### src/core/mto_pkg.sv
// Shared constants, register map and helpers of the motor thermal overload monitor.
package mto_pkg;
  // ==========================================================================
  // Widths and terminal counts
  localparam int CUR_W     = 16;
  localparam int ACC_W     = 28;
  localparam int ACC_SHIFT = 8;
  localparam int N_IN      = 7;
  localparam int N_OUT     = 3;
  localparam int SEL_W     = 8;
  localparam int ADDR_W    = 8;
  localparam int IRQ_W     = 4;
  // ==========================================================================
  // Rated-current settings, unit 0.1 A
  localparam logic [CUR_W-1:0] RATED_INVALID = 16'h270f;
  localparam logic [CUR_W-1:0] RATED_MAX     = 16'h1388;
  localparam logic [CUR_W-1:0] RATED1_RST    = 16'h0000;
  localparam logic [CUR_W-1:0] RATED2_RST    = 16'h270f;
  localparam logic [CUR_W-1:0] MTYPE2_RST    = 16'h270f;
  localparam int               PRE_PCT       = 85;
  localparam int               FULL_PCT      = 100;
  // ==========================================================================
  // Terminal function codes
  localparam logic [SEL_W-1:0] SEL_RT      = 8'h03;
  localparam logic [SEL_W-1:0] SEL_EXT     = 8'h07;
  localparam logic [SEL_W-1:0] SEL_PRE_POS = 8'h08;
  localparam logic [SEL_W-1:0] SEL_PRE_NEG = 8'h6c;
  localparam logic [SEL_W-1:0] SEL_RST     = 8'hff;
  // ==========================================================================
  // Integration tick
  localparam int TICK_TIME_US = 1000;
  localparam int CLK_MHZ      = 125;
  localparam int TICK_CYCLES  = TICK_TIME_US * CLK_MHZ;
  // ==========================================================================
  // Fault codes, values are arbitrary
  localparam logic [7:0] FAULT_NONE = 8'h00;
  localparam logic [7:0] FAULT_THM  = 8'h01;
  localparam logic [7:0] FAULT_THT  = 8'h02;
  localparam logic [7:0] FAULT_OHT  = 8'h03;
  // ==========================================================================
  // Interrupt bits
  localparam int IRQ_PRE = 0;
  localparam int IRQ_THM = 1;
  localparam int IRQ_OHT = 2;
  localparam int IRQ_THT = 3;
  // ==========================================================================
  // Register byte offsets
  localparam logic [ADDR_W-1:0] OFS_RATED1   = 8'h00;
  localparam logic [ADDR_W-1:0] OFS_RATED2   = 8'h04;
  localparam logic [ADDR_W-1:0] OFS_MTYPE2   = 8'h08;
  localparam logic [ADDR_W-1:0] OFS_INSEL_LO = 8'h0c;
  localparam logic [ADDR_W-1:0] OFS_INSEL_HI = 8'h10;
  localparam logic [ADDR_W-1:0] OFS_OUTSEL   = 8'h14;
  localparam logic [ADDR_W-1:0] OFS_STATUS   = 8'h18;
  localparam logic [ADDR_W-1:0] OFS_ACC1     = 8'h1c;
  localparam logic [ADDR_W-1:0] OFS_ACC2     = 8'h20;
  localparam logic [ADDR_W-1:0] OFS_IRQ_STAT = 8'h24;
  localparam logic [ADDR_W-1:0] OFS_IRQ_CLR  = 8'h28;
  localparam logic [ADDR_W-1:0] OFS_IRQ_EN   = 8'h2c;
  // ==========================================================================
  // Helpers
  function automatic logic pct_reached(input logic [31:0] acc, input logic [31:0] thr, input int pct);
    return ({8'h00, acc} * 40'd100) >= ({8'h00, thr} * 40'(pct));
  endfunction

  function automatic logic term_any(input logic [N_IN*SEL_W-1:0] sel, input logic [N_IN-1:0] t,
                                    input logic [SEL_W-1:0] code);
    logic r;
    r = 1'b0;
    for (int i = 0; i < N_IN; i++) begin
      r = r | (t[i] & (sel[i*SEL_W +: SEL_W] == code));
    end
    return r;
  endfunction
endpackage

### src/core/mto_accum.sv
// Thermal accumulator of one motor channel.
`timescale 1ns/1ps
module mto_accum
  import mto_pkg::*;
#(
  parameter int ACC_WIDTH = ACC_W,
  parameter int CUR_WIDTH = CUR_W,
  parameter int SHIFT     = ACC_SHIFT
) (
  input  wire logic                 i_sys_clk,
  input  wire logic                 i_resetn,
  input  wire logic                 i_clear,
  input  wire logic                 i_tick,
  input  wire logic                 i_enable,
  input  wire logic                 i_use_current,
  input  wire logic [CUR_WIDTH-1:0] i_current,
  input  wire logic [CUR_WIDTH-1:0] i_rated,
  output logic      [ACC_WIDTH-1:0] o_acc,
  output logic                      o_pre,
  output logic                      o_full
);
  // ==========================================================================
  // Leaky integration; the steady state equals the current shifted up.
  logic [ACC_WIDTH:0]   sum;
  logic [ACC_WIDTH-1:0] cur_in;
  logic [ACC_WIDTH-1:0] thr;

  always_comb begin
    cur_in = i_use_current ? ACC_WIDTH'(i_current) : '0;
    sum    = {1'b0, o_acc} + {1'b0, cur_in} - {1'b0, (o_acc >> SHIFT)};
    thr    = ACC_WIDTH'(i_rated) << SHIFT;
  end

  always_ff @(posedge i_sys_clk or negedge i_resetn) begin
    if (!i_resetn) begin
      o_acc <= '0;
    end else if (i_clear || !i_enable) begin
      o_acc <= '0;
    end else if (i_tick) begin
      o_acc <= sum[ACC_WIDTH] ? '1 : sum[ACC_WIDTH-1:0];
    end
  end

  // Threshold flags are registered so the wide multiply stays off the trip path.
  always_ff @(posedge i_sys_clk or negedge i_resetn) begin
    if (!i_resetn) begin
      o_pre  <= 1'b0;
      o_full <= 1'b0;
    end else if (i_clear || !i_enable) begin
      o_pre  <= 1'b0;
      o_full <= 1'b0;
    end else begin
      o_pre  <= pct_reached(32'(o_acc), 32'(thr), PRE_PCT);
      o_full <= pct_reached(32'(o_acc), 32'(thr), FULL_PCT);
    end
  end

  // ==========================================================================
  // Checks
  disabled_clear_a: assert property (@(posedge i_sys_clk) disable iff (!i_resetn)
    !i_enable |=> (o_acc == '0) ##1 (!o_pre && !o_full))
    else $error("disabled channel kept heat or flags");
  reset_clear_a: assert property (@(posedge i_sys_clk) disable iff (!i_resetn)
    i_clear |=> o_acc == '0)
    else $error("reset input did not clear accumulator");
  cooling_a: assert property (@(posedge i_sys_clk) disable iff (!i_resetn)
    (i_tick && i_enable && !i_clear && !i_use_current && (o_acc >> SHIFT) != '0) |=> o_acc < $past(o_acc))
    else $error("idle channel did not cool");
  heating_a: assert property (@(posedge i_sys_clk) disable iff (!i_resetn)
    (i_tick && i_enable && !i_clear && i_use_current && !(&o_acc)
     && ACC_WIDTH'(i_current) > (o_acc >> SHIFT)) |=> o_acc > $past(o_acc))
    else $error("selected channel did not heat");
endmodule

### src/core/mto_monitor.sv
// Top of the motor thermal overload monitor with its register port.
//
// Summary of operation
// - Selected enabled channel integrates measured current.
// - Unselected enabled channel integrates zero, cools.
// - Disabled channel: no integration, alarm, trip.
// - Prealarm output and display at 85 percent.
// - At 100 percent stop output, record trip.
// - Prealarm alone never trips the drive.
// - Prealarm on terminal coded 8 or 108.
// - External relay input trips, external fault code.
// - External relay taken from terminal coded 7.
// - Second select also enables other second functions.
// - Second select uses second rated-current setting.
// - Reset or reset input clears accumulated heat.
// - Second setting 9999 means second channel invalid.
// - First setting zero disables protection while the first set is in use.
`timescale 1ns/1ps
module mto_monitor
  import mto_pkg::*;
#(
  parameter int P_TICK_CYCLES = TICK_CYCLES
) (
  input  wire logic              i_sys_clk,
  input  wire logic              i_resetn,
  input  wire logic [ADDR_W-1:0] i_addr,
  input  wire logic [31:0]       i_wr_data,
  input  wire logic              i_wr_en,
  input  wire logic              i_rd_en,
  output logic      [31:0]       o_rd_data,
  input  wire logic [CUR_W-1:0]  i_output_current,
  input  wire logic [N_IN-1:0]   i_in_term,
  input  wire logic              i_fault_reset,
  input  wire logic              i_transistor_overload,
  output logic      [N_OUT-1:0]  o_out_term,
  output logic                   o_prealarm_display,
  output logic                   o_output_stop,
  output logic                   o_motor_overload_trip,
  output logic                   o_external_relay_trip,
  output logic                   o_transistor_overload_trip,
  output logic      [7:0]        o_fault_code,
  output logic                   o_second_set_active,
  output logic                   o_irq
);
  // ==========================================================================
  // Settings registers
  logic [CUR_W-1:0]        rated1_reg;
  logic [CUR_W-1:0]        rated2_reg;
  logic [CUR_W-1:0]        mtype2_reg;
  logic [N_IN*SEL_W-1:0]   insel_reg;
  logic [N_OUT*SEL_W-1:0]  outsel_reg;
  logic [IRQ_W-1:0]        irq_stat_reg;
  logic [IRQ_W-1:0]        irq_en_reg;
  logic [IRQ_W-1:0]        irq_stat_next;
  logic [IRQ_W-1:0]        irq_set;
  logic [IRQ_W-1:0]        irq_clr;

  always_ff @(posedge i_sys_clk or negedge i_resetn) begin
    if (!i_resetn) begin
      rated1_reg <= RATED1_RST;
      rated2_reg <= RATED2_RST;
      mtype2_reg <= MTYPE2_RST;
      insel_reg  <= {N_IN{SEL_RST}};
      outsel_reg <= {N_OUT{SEL_RST}};
      irq_en_reg <= '0;
    end else if (i_wr_en) begin
      if (i_addr == OFS_RATED1) begin
        rated1_reg <= i_wr_data[CUR_W-1:0];
      end else if (i_addr == OFS_RATED2) begin
        rated2_reg <= i_wr_data[CUR_W-1:0];
      end else if (i_addr == OFS_MTYPE2) begin
        mtype2_reg <= i_wr_data[CUR_W-1:0];
      end else if (i_addr == OFS_INSEL_LO) begin
        insel_reg[4*SEL_W-1:0] <= i_wr_data;
      end else if (i_addr == OFS_INSEL_HI) begin
        insel_reg[N_IN*SEL_W-1:4*SEL_W] <= i_wr_data[(N_IN-4)*SEL_W-1:0];
      end else if (i_addr == OFS_OUTSEL) begin
        outsel_reg <= i_wr_data[N_OUT*SEL_W-1:0];
      end else if (i_addr == OFS_IRQ_EN) begin
        irq_en_reg <= i_wr_data[IRQ_W-1:0];
      end
    end
  end

  // ==========================================================================
  // Integration tick
  logic [31:0] tick_cnt_reg;
  logic        tick_reg;

  always_ff @(posedge i_sys_clk or negedge i_resetn) begin
    if (!i_resetn) begin
      tick_cnt_reg <= '0;
      tick_reg     <= 1'b0;
    end else if (tick_cnt_reg >= 32'(P_TICK_CYCLES - 1)) begin
      tick_cnt_reg <= '0;
      tick_reg     <= 1'b1;
    end else begin
      tick_cnt_reg <= tick_cnt_reg + 32'h0000_0001;
      tick_reg     <= 1'b0;
    end
  end

  // ==========================================================================
  // Channel selection
  logic rt_term;
  logic ext_term;
  logic rt_eff;
  logic en1;
  logic en2;
  logic use1;
  logic use2;

  always_comb begin
    rt_term  = term_any(insel_reg, i_in_term, SEL_RT);
    ext_term = term_any(insel_reg, i_in_term, SEL_EXT);
    rt_eff   = o_second_set_active && (rated2_reg != RATED_INVALID);
    en1      = (rated1_reg != '0) && (rated1_reg <= RATED_MAX);
    en2      = (rated2_reg != '0) && (rated2_reg <= RATED_MAX);
    use1     = !rt_eff;
    use2     = rt_eff;
  end

  // The select flag is exported so the rest of the drive switches its second set too.
  always_ff @(posedge i_sys_clk or negedge i_resetn) begin
    if (!i_resetn) begin
      o_second_set_active <= 1'b0;
    end else begin
      o_second_set_active <= rt_term;
    end
  end

  // ==========================================================================
  // Accumulators
  logic [ACC_W-1:0] acc1;
  logic [ACC_W-1:0] acc2;
  logic             pre1;
  logic             pre2;
  logic             full1;
  logic             full2;
  logic             sel_pre;
  logic             sel_full;

  mto_accum u_ch1 (
    .i_sys_clk     (i_sys_clk),
    .i_resetn      (i_resetn),
    .i_clear       (i_fault_reset),
    .i_tick        (tick_reg),
    .i_enable      (en1),
    .i_use_current (use1),
    .i_current     (i_output_current),
    .i_rated       (rated1_reg),
    .o_acc         (acc1),
    .o_pre         (pre1),
    .o_full        (full1)
  );

  mto_accum u_ch2 (
    .i_sys_clk     (i_sys_clk),
    .i_resetn      (i_resetn),
    .i_clear       (i_fault_reset),
    .i_tick        (tick_reg),
    .i_enable      (en2),
    .i_use_current (use2),
    .i_current     (i_output_current),
    .i_rated       (rated2_reg),
    .o_acc         (acc2),
    .o_pre         (pre2),
    .o_full        (full2)
  );

  always_comb begin
    sel_pre  = rt_eff ? pre2 : pre1;
    sel_full = rt_eff ? full2 : full1;
  end

  // ==========================================================================
  // Prealarm and output terminals
  // The prealarm only informs; it feeds no trip term below.
  always_ff @(posedge i_sys_clk or negedge i_resetn) begin
    if (!i_resetn) begin
      o_prealarm_display <= 1'b0;
    end else begin
      o_prealarm_display <= sel_pre;
    end
  end

  always_ff @(posedge i_sys_clk or negedge i_resetn) begin
    if (!i_resetn) begin
      o_out_term <= '0;
    end else begin
      for (int j = 0; j < N_OUT; j++) begin
        if (outsel_reg[j*SEL_W +: SEL_W] == SEL_PRE_POS) begin
          o_out_term[j] <= sel_pre;
        end else if (outsel_reg[j*SEL_W +: SEL_W] == SEL_PRE_NEG) begin
          o_out_term[j] <= !sel_pre;
        end else begin
          o_out_term[j] <= 1'b0;
        end
      end
    end
  end

  // ==========================================================================
  // Trip latch; the first fault code is kept so the root cause is not overwritten.
  always_ff @(posedge i_sys_clk or negedge i_resetn) begin
    if (!i_resetn) begin
      o_output_stop              <= 1'b0;
      o_motor_overload_trip      <= 1'b0;
      o_external_relay_trip      <= 1'b0;
      o_transistor_overload_trip <= 1'b0;
      o_fault_code               <= FAULT_NONE;
    end else if (i_fault_reset) begin
      o_output_stop              <= 1'b0;
      o_motor_overload_trip      <= 1'b0;
      o_external_relay_trip      <= 1'b0;
      o_transistor_overload_trip <= 1'b0;
      o_fault_code               <= FAULT_NONE;
    end else begin
      if (ext_term) begin
        o_external_relay_trip <= 1'b1;
      end
      if (i_transistor_overload) begin
        o_transistor_overload_trip <= 1'b1;
      end
      if (sel_full) begin
        o_motor_overload_trip <= 1'b1;
      end
      if (ext_term || i_transistor_overload || sel_full) begin
        o_output_stop <= 1'b1;
      end
      if (!o_output_stop) begin
        if (ext_term) begin
          o_fault_code <= FAULT_OHT;
        end else if (i_transistor_overload) begin
          o_fault_code <= FAULT_THT;
        end else if (sel_full) begin
          o_fault_code <= FAULT_THM;
        end
      end
    end
  end

  // ==========================================================================
  // Interrupts; a new event beats a clear in the same cycle.
  always_comb begin
    irq_set                = '0;
    irq_set[IRQ_PRE]       = sel_pre && !o_prealarm_display;
    irq_set[IRQ_THM]       = sel_full && !o_motor_overload_trip && !i_fault_reset;
    irq_set[IRQ_OHT]       = ext_term && !o_external_relay_trip && !i_fault_reset;
    irq_set[IRQ_THT]       = i_transistor_overload && !o_transistor_overload_trip && !i_fault_reset;
    irq_clr                = (i_wr_en && i_addr == OFS_IRQ_CLR) ? i_wr_data[IRQ_W-1:0] : '0;
    irq_stat_next          = (irq_stat_reg & ~irq_clr) | irq_set;
  end

  always_ff @(posedge i_sys_clk or negedge i_resetn) begin
    if (!i_resetn) begin
      irq_stat_reg <= '0;
      o_irq        <= 1'b0;
    end else begin
      irq_stat_reg <= irq_stat_next;
      o_irq        <= |(irq_stat_next & irq_en_reg);
    end
  end

  // ==========================================================================
  // Read port; data follow one cycle after read enable and clear when it drops.
  always_ff @(posedge i_sys_clk or negedge i_resetn) begin
    if (!i_resetn) begin
      o_rd_data <= '0;
    end else if (!i_rd_en) begin
      o_rd_data <= '0;
    end else if (i_addr == OFS_RATED1) begin
      o_rd_data <= 32'(rated1_reg);
    end else if (i_addr == OFS_RATED2) begin
      o_rd_data <= 32'(rated2_reg);
    end else if (i_addr == OFS_MTYPE2) begin
      o_rd_data <= 32'(mtype2_reg);
    end else if (i_addr == OFS_INSEL_LO) begin
      o_rd_data <= insel_reg[4*SEL_W-1:0];
    end else if (i_addr == OFS_INSEL_HI) begin
      o_rd_data <= 32'(insel_reg[N_IN*SEL_W-1:4*SEL_W]);
    end else if (i_addr == OFS_OUTSEL) begin
      o_rd_data <= 32'(outsel_reg);
    end else if (i_addr == OFS_STATUS) begin
      o_rd_data <= {16'h0000, o_fault_code, 1'b0, rt_eff, o_prealarm_display, o_output_stop,
                    o_transistor_overload_trip, o_external_relay_trip, o_motor_overload_trip, o_second_set_active};
    end else if (i_addr == OFS_ACC1) begin
      o_rd_data <= 32'(acc1);
    end else if (i_addr == OFS_ACC2) begin
      o_rd_data <= 32'(acc2);
    end else if (i_addr == OFS_IRQ_STAT) begin
      o_rd_data <= 32'(irq_stat_reg);
    end else if (i_addr == OFS_IRQ_EN) begin
      o_rd_data <= 32'(irq_en_reg);
    end else begin
      o_rd_data <= '0;
    end
  end

  // ==========================================================================
  // Checks
  prealarm_set_a: assert property (@(posedge i_sys_clk) disable iff (!i_resetn)
    sel_pre |=> o_prealarm_display)
    else $error("prealarm missed at 85 percent");
  prealarm_drop_a: assert property (@(posedge i_sys_clk) disable iff (!i_resetn)
    (!sel_pre ##1 !sel_pre) |-> !o_prealarm_display)
    else $error("prealarm stayed below 85 percent");
  prealarm_notrip_a: assert property (@(posedge i_sys_clk) disable iff (!i_resetn)
    (!o_output_stop && sel_pre && !sel_full && !ext_term && !i_transistor_overload) |=> !o_output_stop)
    else $error("prealarm alone tripped");
  term_polarity_a: assert property (@(posedge i_sys_clk) disable iff (!i_resetn)
    o_out_term[0] |-> ($past(outsel_reg[SEL_W-1:0]) == SEL_PRE_POS && o_prealarm_display)
                      || $past(outsel_reg[SEL_W-1:0]) == SEL_PRE_NEG)
    else $error("terminal driven without prealarm code");
  motor_trip_a: assert property (@(posedge i_sys_clk) disable iff (!i_resetn)
    (sel_full && !i_fault_reset) |=> o_output_stop && o_motor_overload_trip)
    else $error("no trip at 100 percent");
  ext_trip_a: assert property (@(posedge i_sys_clk) disable iff (!i_resetn)
    (ext_term && !i_fault_reset && !o_output_stop) |=> o_output_stop && o_fault_code == FAULT_OHT)
    else $error("external relay did not trip");
  ext_source_a: assert property (@(posedge i_sys_clk) disable iff (!i_resetn)
    $rose(o_external_relay_trip) |-> $past(ext_term))
    else $error("external trip without coded terminal");
  trip_hold_a: assert property (@(posedge i_sys_clk) disable iff (!i_resetn)
    (o_output_stop && !i_fault_reset) |=> o_output_stop && $stable(o_fault_code))
    else $error("trip state not held");
  second_sel_a: assert property (@(posedge i_sys_clk) disable iff (!i_resetn)
    (rt_eff && tick_reg) |=> acc1 <= $past(acc1))
    else $error("first channel heated while second selected");
  invalid_ch_a: assert property (@(posedge i_sys_clk) disable iff (!i_resetn)
    (rated2_reg == RATED_INVALID) |-> !en2 && !rt_eff)
    else $error("invalid second channel active");
  first_off_a: assert property (@(posedge i_sys_clk) disable iff (!i_resetn)
    (rated1_reg == '0 && $past(rated1_reg) == '0 && !rt_eff) |=> !o_prealarm_display)
    else $error("zero setting still alarms");
  cover_pre_c: cover property (@(posedge i_sys_clk) $rose(o_prealarm_display));
  cover_thm_c: cover property (@(posedge i_sys_clk) $rose(o_motor_overload_trip));
  cover_oht_c: cover property (@(posedge i_sys_clk) $rose(o_external_relay_trip));
  cover_rt_c: cover property (@(posedge i_sys_clk) $rose(o_second_set_active) && en2);
endmodule

### config.mk
export PLATFORM = sky130hd
export DESIGN_NAME = mto_monitor
export DESIGN_NICKNAME = d
export VERILOG_FILES = /design/src/core/mto_pkg.sv /design/src/core/mto_accum.sv /design/src/core/mto_monitor.sv
export SDC_FILE = /design/constraint.sdc
export NUM_CORES = 1
export LEC_CHECK = 0
export BUFFER_PORTS_ARGS = -buffer_cell sky130_fd_sc_hd__buf_2
export CAP_MARGIN = 30
export CORE_MARGIN = 2
export CORE_UTILIZATION = 30
export DETAILED_ROUTE_END_ITERATION = 6
export PLACE_DENSITY = 0.48
export REMOVE_ABC_BUFFERS = 1
export SYNTH_ARGS = -nofsm -noshare
export SYNTH_HDL_FRONTEND = slang
export SYNTH_HIERARCHICAL = 1
export SYNTH_SLANG_ARGS = --single-unit
### constraint.sdc
create_clock -name i_sys_clk -period 6.86 [get_ports i_sys_clk]
set_input_delay 0.686 -clock i_sys_clk [delete_from_list [all_inputs] [get_ports i_sys_clk]]
set_output_delay 0.686 -clock i_sys_clk [all_outputs]
set_load 0.02 [all_outputs]
# Word level (Yosys, flattened, before mapping)
# Cells that the tools add are included.
# Widths: inputs -> output; s select.
[totals]
in_bits = 69
ff_bits = 279
[classes]
mux = 48
n_addsub = 5
n_reduce_logical = 42
order_cmp = 7
eq_ne = 33
n_bitwise = 36
n_mul = 6
[op_table]
columns = ["operator", "n"]
rows = [
  ["$mux 28", 11],
  ["$mux 32", 6],
  ["$ge 35x35->1", 4],
  ["$mul 28x5->33 const B", 2],
  ["$eq 8x3->1 const B", 8],
  ["$add 28x28->29", 2],
  ["$sub 29x20->29", 2],
  ["$eq 8x2->1 const B", 7],
  ["$mul 16x7->23 const B", 2],
  ["$mul 16x5->21 const B", 2],
  ["$eq 8x4->1 const B", 5],
  ["$mux 8", 5],
  ["$add 32x1->32 const B", 1],
  ["$eq 8x5->1 const B", 4],
  ["$eq 8x6->1 const B", 4],
  ["$ge 32x17->1 const B", 1],
  ["$le 16x13->1 const B", 2],
  ["$mux 16", 2],
  ["$reduce_bool 16->1", 2],
  ["$eq 8x7->1 const B", 3],
  ["$mux 1", 21],
  ["$ne 16x14->1 const B", 1],
  ["$and 1x1->1", 14],
  ["$mux 4", 3],
  ["20 further kinds", 63],
]

# Depth between registers and ports, before layout
# Gate-level depths: netlist of the first run.
[logic_depth]
depth_word = 13
depth_mapped = 26

# By module
# Netlist of the first run, hierarchy kept.
[by_module_without_submodules]
columns = ["mod", "seq_area_each_um2", "area_each_um2", "cells_each", "n_inst"]
rows = [
  ["mto_monitor", 5450.2, 10531.4, 900, 1],
  ["mto_accum (u_ch1)", 750.7, 10497.6, 1271, 1],
  ["mto_accum (u_ch2)", 750.7, 10348.7, 1236, 1],
]

# Least setup slack after synthesis of the first run
# No wires, ideal clock.
[synth_path]
path_type = "reg-to-reg"
start = "reg rated2_reg[3]"
end = "reg u_ch2.o_pre"
t_required_ns = 6.717
period_less_slack_ns = 4.882
arrival_time_ns = 4.740
path_stages_with_launch = 25
slack_ns = 1.978
setup_time_ns = 0.143
n_path_buf = 0
cell_sequence = "dfstp_2 > ha_1 > inv_1 > fa_1 > inv_1 > ha_1 > inv_1 > fa_1 > inv_1 > ha_1 > o21ai_0 > a21oi_1 > nand2b_1 > a31o_2 > a21oi_1 > xor2_1 > ha_1 > nor2b_1 > o21ai_0 > a21oi_1 > o21a_1 > o21ai_0 > a31oi_1 > o41ai_1 > a21oi_1"
[synth_via]
elab_chain_len = 5
elab_cells_between_ends = 8
cone_classes = "mul (1); order compare (2); mux (1); reduce/logical (4)"
[synth_lines]
columns = ["element", "line_no", "source"]
rows = [
  ["start: declaration", "mto_monitor.sv:48", "logic [CUR_W-1:0] rated2_reg;"],
  ["start signal: assignment", "mto_monitor.sv:70", "rated2_reg <= i_wr_data[CUR_W-1:0];"],
  ["parallel branches: the longest is 4 deep, another holds $ge 35x35->1", "--", ""],
  ["$mux 1 *", "mto_accum.sv:49", "end else if (i_clear || !i_enable) begin"],
  ["end signal: assignment", "mto_accum.sv:53", "o_pre <= pct_reached(32'(o_acc), 32'(thr), PRE_PCT);"],
  ["end: declaration", "mto_accum.sv:19", "output logic o_pre,"],
]
# Mark *: on every way between the ends.
# A chain may end at the register's enable or synchronous reset.

# Final worst setup path of the first run
[layout_path]
start = "reg rated2_reg[8]"
end = "reg u_ch2.o_acc[26]"
[layout_via]
elab_chain_len = 8
elab_cells_between_ends = 14
cone_classes = "add/sub (2); order compare (1); eq/ne (1); mux (4); reduce/logical (6)"
[layout_lines]
columns = ["element", "line_no", "source"]
rows = [
  ["$ne 16x14->1", "mto_monitor.sv:116", "rt_eff = o_second_set_active && (rated2_reg != RATED_INVALID);"],
  ["$logic_and 1x1->1", "mto_monitor.sv:116", ""],
  ["net rt_eff", "mto_monitor.sv:107", "logic rt_eff;"],
  ["$mux 16", "mto_accum.sv:29", "cur_in = i_use_current ? ACC_WIDTH'(i_current) : '0;"],
  ["$add 28x28->29", "mto_accum.sv:30", "sum = {1'b0, o_acc} + {1'b0, cur_in} - {1'b0, (o_acc >> SHIFT)};"],
  ["$sub 29x20->29", "mto_accum.sv:30", ""],
  ["$mux 28", "mto_accum.sv:40", "o_acc <= sum[ACC_WIDTH] ? '1 : sum[ACC_WIDTH-1:0];"],
  ["$mux 28", "mto_accum.sv:39", "end else if (i_tick) begin"],
  ["$mux 28", "mto_accum.sv:37", "end else if (i_clear || !i_enable) begin"],
  ["end signal: assignment", "mto_accum.sv:40", ""],
  ["end: declaration", "mto_accum.sv:18", "output logic [ACC_WIDTH-1:0] o_acc,"],
]
# The timed path passes the listed nets, and every way through them passes these cells. The select of a mux whose other input is x is not followed.

==> out/qor.csv, run 1 <==
stage;metric;value;unit
sta;Final Max Slew Viols;0;
sta;Slew HR;34.1;%
clock_tree;worst skew pair latency;0.59;ns
synth;Synth Flop Type;dfrtp_1;
cells_and_area;most common cell after layout, fill and taps aside;inv_1;
floorplan;die span in x;327;microns
drt;routed wire length;99200;microns
clock_tree;CTS Hold Buffers Added;0;
floorplan;num rows;118;
place;Port Buffers;112;
setup_path;max incr delay on CP;0.78;ns
synth;register area share after synthesis;22.2;%
sta;RSZ-0062 raised after global routing;false;
sta;minimum clock period;5.90;ns
clock_tree;CTS tree;built;
clock_tree;Max Buffers Root-to-Sink;3;
clock_tree;CTS clk-pin slew, worst paths;0.06;ns
floorplan;Die Ht;327;microns
clock_tree;clock root cell;clkbuf_16;
power;Peak VDD IR;0.217;mV
setup_path;Crit path max-delay family;simple AND/OR/NAND/NOR gates;
floorplan;die area;107000;sq um
place;Post-DP HPWL;79900;microns
drt;DR iter-0 viols;1749;
run_status;status;completed;
place;placed insts;4862;
setup_path;CP startpoint kind;register;
setup_path;Arrival @ worst endpoint;6.32;ns
global_routing;antenna violations before repair;16;
sta;FMAX;169;MHz
cells_and_area;Final #Nets;4290;
cells_and_area;post-route cell area;34800;sq um
synth;synth warn;6;
min_path;hold crit path type;primary input to async pin;
global_routing;Remaining Overflow, GRT;0;
clock_tree;post_cts resized;0;
setup_path;crit path max fanout;23;
cells_and_area;commonest non-fill, non-tap cells in the layout;inv_1 (567), ha_1 (551), a21oi_1 (267), dfrtp_1 (177), nand2_1 (167);
setup_path;Setup CP Type;register to register;
cells_and_area;fillcell total;10900;
clock_tree;H-tree levels;2;
cells_and_area;share of cells above drive strength 1;12.1;%
synth;Post-Syn Instances;3407;
sta;clk_skew;0.0334;ns
global_routing;largest net degree at the start of global routing;161;
sta;Slew @ Worst Pin;0.989;ns
drt;Initial DRT Pass Iterations;5;
synth;Async SR Flop Fraction;100;%
cells_and_area;non-filler cells, final;4933;
run;max_cap viols;0;
sta;final hold vios;0;
global_routing;vias in the first global route;24800;
drt;DRT antenna net count;0;
synth;Cell Area, Synth;31400;sq um
floorplan;# IOs;119;
place;Cell Area, Placed;33500;sq um
place;Final GP Congestion;0.918;
synth;EDFF count, synth;0;
drt;via/cell ratio;5.09;
global_routing;first-pass GRT wire length;152000;microns
clock_tree;Num CTS Buffers;36;
setup_path;Worst Path Required;7.28;ns
synth;synthesis-stage register bit count;273;
global_routing;All-Layer GR Usage;18.3;%
setup_path;Buf+Inv Stages, Crit Path;3;
sta;fin crit share;86.1;%
clock_tree;CTS Sinks;273;
cells_and_area;P&R area growth vs syn;10.8;%
setup_path;Setup crit end kind;register;
drt;drt drc;0;
drt;via count;25100;
sta;endpoints failing setup;0;
synth;Mean Syn Cell Area;9.21;sq um
setup_path;CP max stage cell;and2_1;
power;Power Dens Cells;409;nW/um^2
floorplan;Core Region;104000;sq um
drt;wire per inst;20.1;microns
sta;TNS Setup;0;ns
setup_path;crit path cell chain;nor4bb_1, nand4_1, nand2_1, buf_4, inv_1, nand2_1, fa_1, inv_1, ha_1, a21o_1, or3_1, o211ai_1, nand4_1, a311oi_2, o41ai_2, xnor2_1, and2_1, a211oi_1;
synth;Synth cell types;103;
floorplan;effective utilization at floorplan;30.3;%
clock_tree;Post-CTS Setup Bufs;0;
power;LEAKAGE;17.7;nW
cells_and_area;max reg flops;56;
## cell type report
cell class / count / area (sq um) / area share, %
clock inverters: 19 / 201 / 0.580
clock buffers: 47 / 992 / 2.85
flip-flops and latches: 273 / 6950 / 20.0
diodes: 3 / 7.51 / 0.0216
multi-input cells: 2503 / 21900 / 63.1
inverters: 567 / 2130 / 6.12
well taps: 1380 / 1730 / 4.97
repair buffers: 141 / 806 / 2.32
## through the flow
stage               power (W)  hold WS, ns  setup slack (ns)  utilization (%)
finish                 0.0142       0.0405             0.955             33.5
global placement       0.0123        0.441              1.07             32.3
detailed placement     0.0123        0.447              1.05             32.3
CTS                    0.0143       0.0730              1.02             33.5
global route           0.0159       0.0829             0.634             33.5
floorplan             0.00964        0.390              1.98                -
## cell families after synthesis
kind of cell / after synthesis / share of synthesized area [%]
other: 1 / 0.0120
buffers and inverters: 651 / 8.23
xor gates and xnor gates: 179 / 5.00
AOI/OAI and AO/OA: 820 / 17.1
adders and majority gates: 699 / 31.4
and+or+nand+nor: 634 / 10.7
muxes: 150 / 5.38
DFF: 273 / 22.2
## worst reg2reg max path, stage by stage (launching register included)
cell and delay (ns):
dfstp_2 0.67, nor4bb_1 0.37, nand4_1 0.40, nand2_1 0.19
buf_4 0.23, inv_1 0.32, nand2_1 0.18, fa_1 0.42
inv_1 0.07, ha_1 0.27, a21o_1 0.21, or3_1 0.33
o211ai_1 0.32, nand4_1 0.22, a311oi_2 0.36, o41ai_2 0.11
xnor2_1 0.17, and2_1 0.78, a211oi_1 0.18
## power breakdown
part           internal (W)  total, W  leakage (nW)  switching [W]
Clock               0.00111   0.00194         0.575       0.000826
Combinational       0.00414    0.0100          13.8        0.00588
Sequential          0.00181   0.00226          3.36       0.000448
Total               0.00706    0.0142          17.7        0.00715
## cells in the mapped netlist, types with 32 or more instances
cell,n,share of area (%)
inv_1,567,6.8
ha_1,551,22
a21oi_1,267,4.3
dfrtp_1,177,14
nand2_1,167,2.0
o21ai_0,161,2.6
fa_1,148,9.4
nor2_1,135,1.6
xnor2_1,97,2.7
dfstp_2,96,8.0
xor2_1,82,2.3
mux2_1,75,2.7
mux2_2,63,2.3
a21o_1,62,1.5
nand3_1,54,0.86
clkbuf_1,37,0.44
and3_1,36,0.72
nor3_1,35,0.56
nand4_1,34,0.68
nand2b_1,32,0.64
## layer usage
metal	GRT usage (%)	routed length, microns	up-vias	share of wire [%]
met1	27.1	49800	12300	50
met2	27.0	40900	601	41
met3	4.38	6810	85	6.9
li1	-	-	12200	-
met5	0	49	-	0.049
met4	3.44	1620	10	1.6
## path summary, 6_finish.rpt
check	endpoint	from	cells past startpoint	slack [ns]
max	u_ch2/o_acc[26]	rated2_reg[8]	18	0.96
min	o_rd_data[15]	i_resetn	1	0.04
max reg2reg	u_ch2/o_acc[26]	rated2_reg[8]	18	0.96
min reg2reg	tick_cnt_reg[0]	tick_cnt_reg[0]	1	0.46
max in group asynchronous	u_ch2/o_acc[14]	i_resetn	2	5.34
min in group i_sys_clk	insel_reg[30]	i_wr_data[30]	2	0.32
Power figures use the tool's default switching activity.
==> run 2: changes to the inputs <==
Settings changed: MAX_ROUTING_LAYER from default to met4.
==> run 2 against run 1 <==
Compared with the run above:
- sequential share of layout area barely moved
- core utilization about the same
- non-clock buffer count is the same
- critical endpoint unchanged
- largest cell class unchanged
- highest routed layer is now met4
==> out/qor.csv, run 2 (synthesis results as in run 1) <==
stage;metric;value;unit;change
sta;RSZ-0062 raised after global routing;false;;unchanged
setup_path;cells on worst reg2reg path;18;;unchanged
setup_path;CP max stage cell;and2_1;;unchanged
sta;TNS Setup;0;ns;unchanged
place;Cell Area, Placed;33500;sq um;unchanged
global_routing;antenna violations before repair;16;;unchanged
drt;drt drc;0;;unchanged
sta;Slew HR;34.9;%;was 34.1%
cells_and_area;post-route cell area;34800;sq um;about the same
run;max_cap viols;0;;unchanged
power;Reg power frac;15.9;%;about the same
cells_and_area;commonest non-fill, non-tap cells in the layout;inv_1 (567), ha_1 (551), a21oi_1 (267), dfrtp_1 (177), nand2_1 (167);;unchanged
run_status;status;completed;;unchanged
cells_and_area;most common cell after layout, fill and taps aside;inv_1;;unchanged
power;Gate power share;70.5;%;about the same
sta;clk_skew;0.0357;ns;was 0.0334 ns
power;Clk pwr share;13.7;%;was 13.6%
power;Switch Pwr;0.00715;W;about the same
clock_tree;CTS Hold Buffers Added;0;;unchanged
clock_tree;CTS tree;built;;unchanged
global_routing;Remaining Overflow, GRT;0;;unchanged
drt;DR iter-0 viols;1795;;was 1749
clock_tree;clock root cell;clkbuf_16;;unchanged
global_routing;All-Layer GR Usage;18.9;%;was 18.3%
sta;fin crit share;86.1;%;about the same
setup_path;max incr delay on CP;0.80;ns;was 0.78 ns
floorplan;Die Ht;327;microns;unchanged
global_routing;vias in the first global route;24800;;about the same
power;Peak VDD IR;0.218;mV;was 0.217 mV
global_routing;largest net degree at the start of global routing;161;;unchanged
power;Internal;0.00706;W;about the same
clock_tree;Post-CTS Setup Bufs;0;;unchanged
cells_and_area;max reg flops;56;;unchanged
setup_path;Arrival @ worst endpoint;6.33;ns;was 6.32 ns
sta;endpoints failing setup;0;;unchanged
floorplan;num rows;118;;unchanged
drt;via/cell ratio;5.07;;was 5.09
drt;Initial DRT Pass Iterations;5;;unchanged
sta;Slew @ Worst Pin;0.977;ns;was 0.989 ns
sta;FMAX;169;MHz;about the same
power;Power Dens Cells;409;nW/um^2;about the same
setup_path;Setup crit end kind;register;;unchanged
sta;minimum clock period;5.91;ns;was 5.90 ns
setup_path;CP startpoint kind;register;;unchanged
drt;routed wire length;99200;microns;about the same
setup_path;Worst Path Required;7.28;ns;about the same
setup_path;crit path max fanout;23;;unchanged
setup_path;Critical path origin;rated2_reg[8];;unchanged
place;Final GP Congestion;0.934;;was 0.918
global_routing;first-pass GRT wire length;152000;microns;about the same
clock_tree;worst skew pair latency;0.59;ns;about the same
place;Post-DP HPWL;79900;microns;unchanged
floorplan;die area;107000;sq um;unchanged
cells_and_area;share of cells above drive strength 1;12.1;%;unchanged
drt;DRT antenna net count;0;;unchanged
drt;via count;25000;;was 25100
clock_tree;Num CTS Buffers;36;;unchanged
setup_path;Worst R2R Start;rated2_reg[8];;unchanged
power;LEAKAGE;17.7;nW;about the same
clock_tree;H-tree levels;2;;unchanged
cells_and_area;P&R area growth vs syn;10.8;%;about the same
floorplan;# IOs;119;;unchanged
place;Port Buffers;112;;unchanged
min_path;hold crit path type;primary input to async pin;;unchanged
clock_tree;Max Buffers Root-to-Sink;3;;unchanged
cells_and_area;Final #Nets;4290;;unchanged
sta;Final Max Slew Viols;0;;unchanged
clock_tree;post_cts resized;0;;unchanged
setup_path;Setup CP Type;register to register;;unchanged
sta;final hold vios;0;;unchanged
cells_and_area;fillcell total;10900;;about the same
floorplan;Core Region;104000;sq um;unchanged
clock_tree;CTS clk-pin slew, worst paths;0.07;ns;was 0.06 ns
setup_path;crit path cell chain;nor4bb_1, nand4_1, nand2_1, buf_4, inv_1, nand2_1, fa_1, inv_1, ha_1, a21o_1, or3_1, o211ai_1, nand4_1, a311oi_2, o41ai_2, xnor2_1, and2_1, a211oi_1;;unchanged
floorplan;die span in x;327;microns;unchanged
drt;wire per inst;20.1;microns;about the same
power;Sw Share;50.3;%;about the same
floorplan;effective utilization at floorplan;30.3;%;unchanged
clock_tree;CTS Sinks;273;;unchanged
## run 2: cell count changes in the layout (fill, tap and decap cells not counted)
cell,previous run,this run
diode_2,3,10
## run 2: worst max-delay path, delay by kind of cell, from the launching register on
family	cells	cell delay, ns
simple gates	7	2.48
compound gates	5	1.17
fa+ha+maj	2	0.69
flops	1	0.66
buf+inv	3	0.61
xor+xnor	1	0.17
## run 2: final timing paths
check	end	slack, ns
worst max-delay path	u_ch2/o_acc[26]	0.95
max in group asynchronous	u_ch2/o_acc[14]	5.36
worst min-delay path	o_rd_data[15]	0.05
min in group i_sys_clk	insel_reg[27]	0.32
worst max register to register	u_ch2/o_acc[26]	0.95
worst min register to register	tick_cnt_reg[0]	0.46
## run 2: per-layer routing
| layer | global-route usage, % | wire (microns) | vias up |
|---|---|---|---|
| li1 | - | - | 12200 |
| met1 | 27.2 | 49400 | 12200 |
| met2 | 27.0 | 41000 | 600 |
| met3 | 4.31 | 7250 | 74 |
| met4 | 3.40 | 1590 | 0 |
| met5 | - | 0 | - |
## run 2: layout make-up
cell class	count	area (sq um)	share of cell area, %
sequential	273	6950	20.0
inverter	567	2130	6.12
clock inverter	19	201	0.579
multi-input combinational	2503	21900	63.1
clock buffer	47	992	2.85
tap	1380	1730	4.97
timing repair buffer	141	806	2.32
antenna	10	25.0	0.0720
## run 2: per-stage QoR
stage / total power [W] / util (%) / setup WS [ns] / hold slack [ns] / std cells
2_1_floorplan: 0.00964 / - / 1.98 / 0.390 / 3343
3_3_place_gp: 0.0123 / 32.3 / 1.07 / 0.441 / 4860
3_5_place_dp: 0.0123 / 32.3 / 1.05 / 0.447 / 4862
4_1_cts: 0.0143 / 33.5 / 1.02 / 0.0730 / 4928
5_1_grt: 0.0159 / 33.5 / 0.634 / 0.0843 / 4938
6_report: 0.0142 / 33.5 / 0.953 / 0.0471 / 4940
## run 2: power by group through the flow
stage	clock, W	combinational [W]	sequential, W
6_report	0.00194	0.0100	0.00226
5_1_grt	0.00205	0.0115	0.00230
4_1_cts	0.00200	0.0101	0.00227
3_5_place_dp	0	0.00996	0.00230
3_3_place_gp	0	0.0100	0.00229
2_1_floorplan	0	0.00757	0.00207
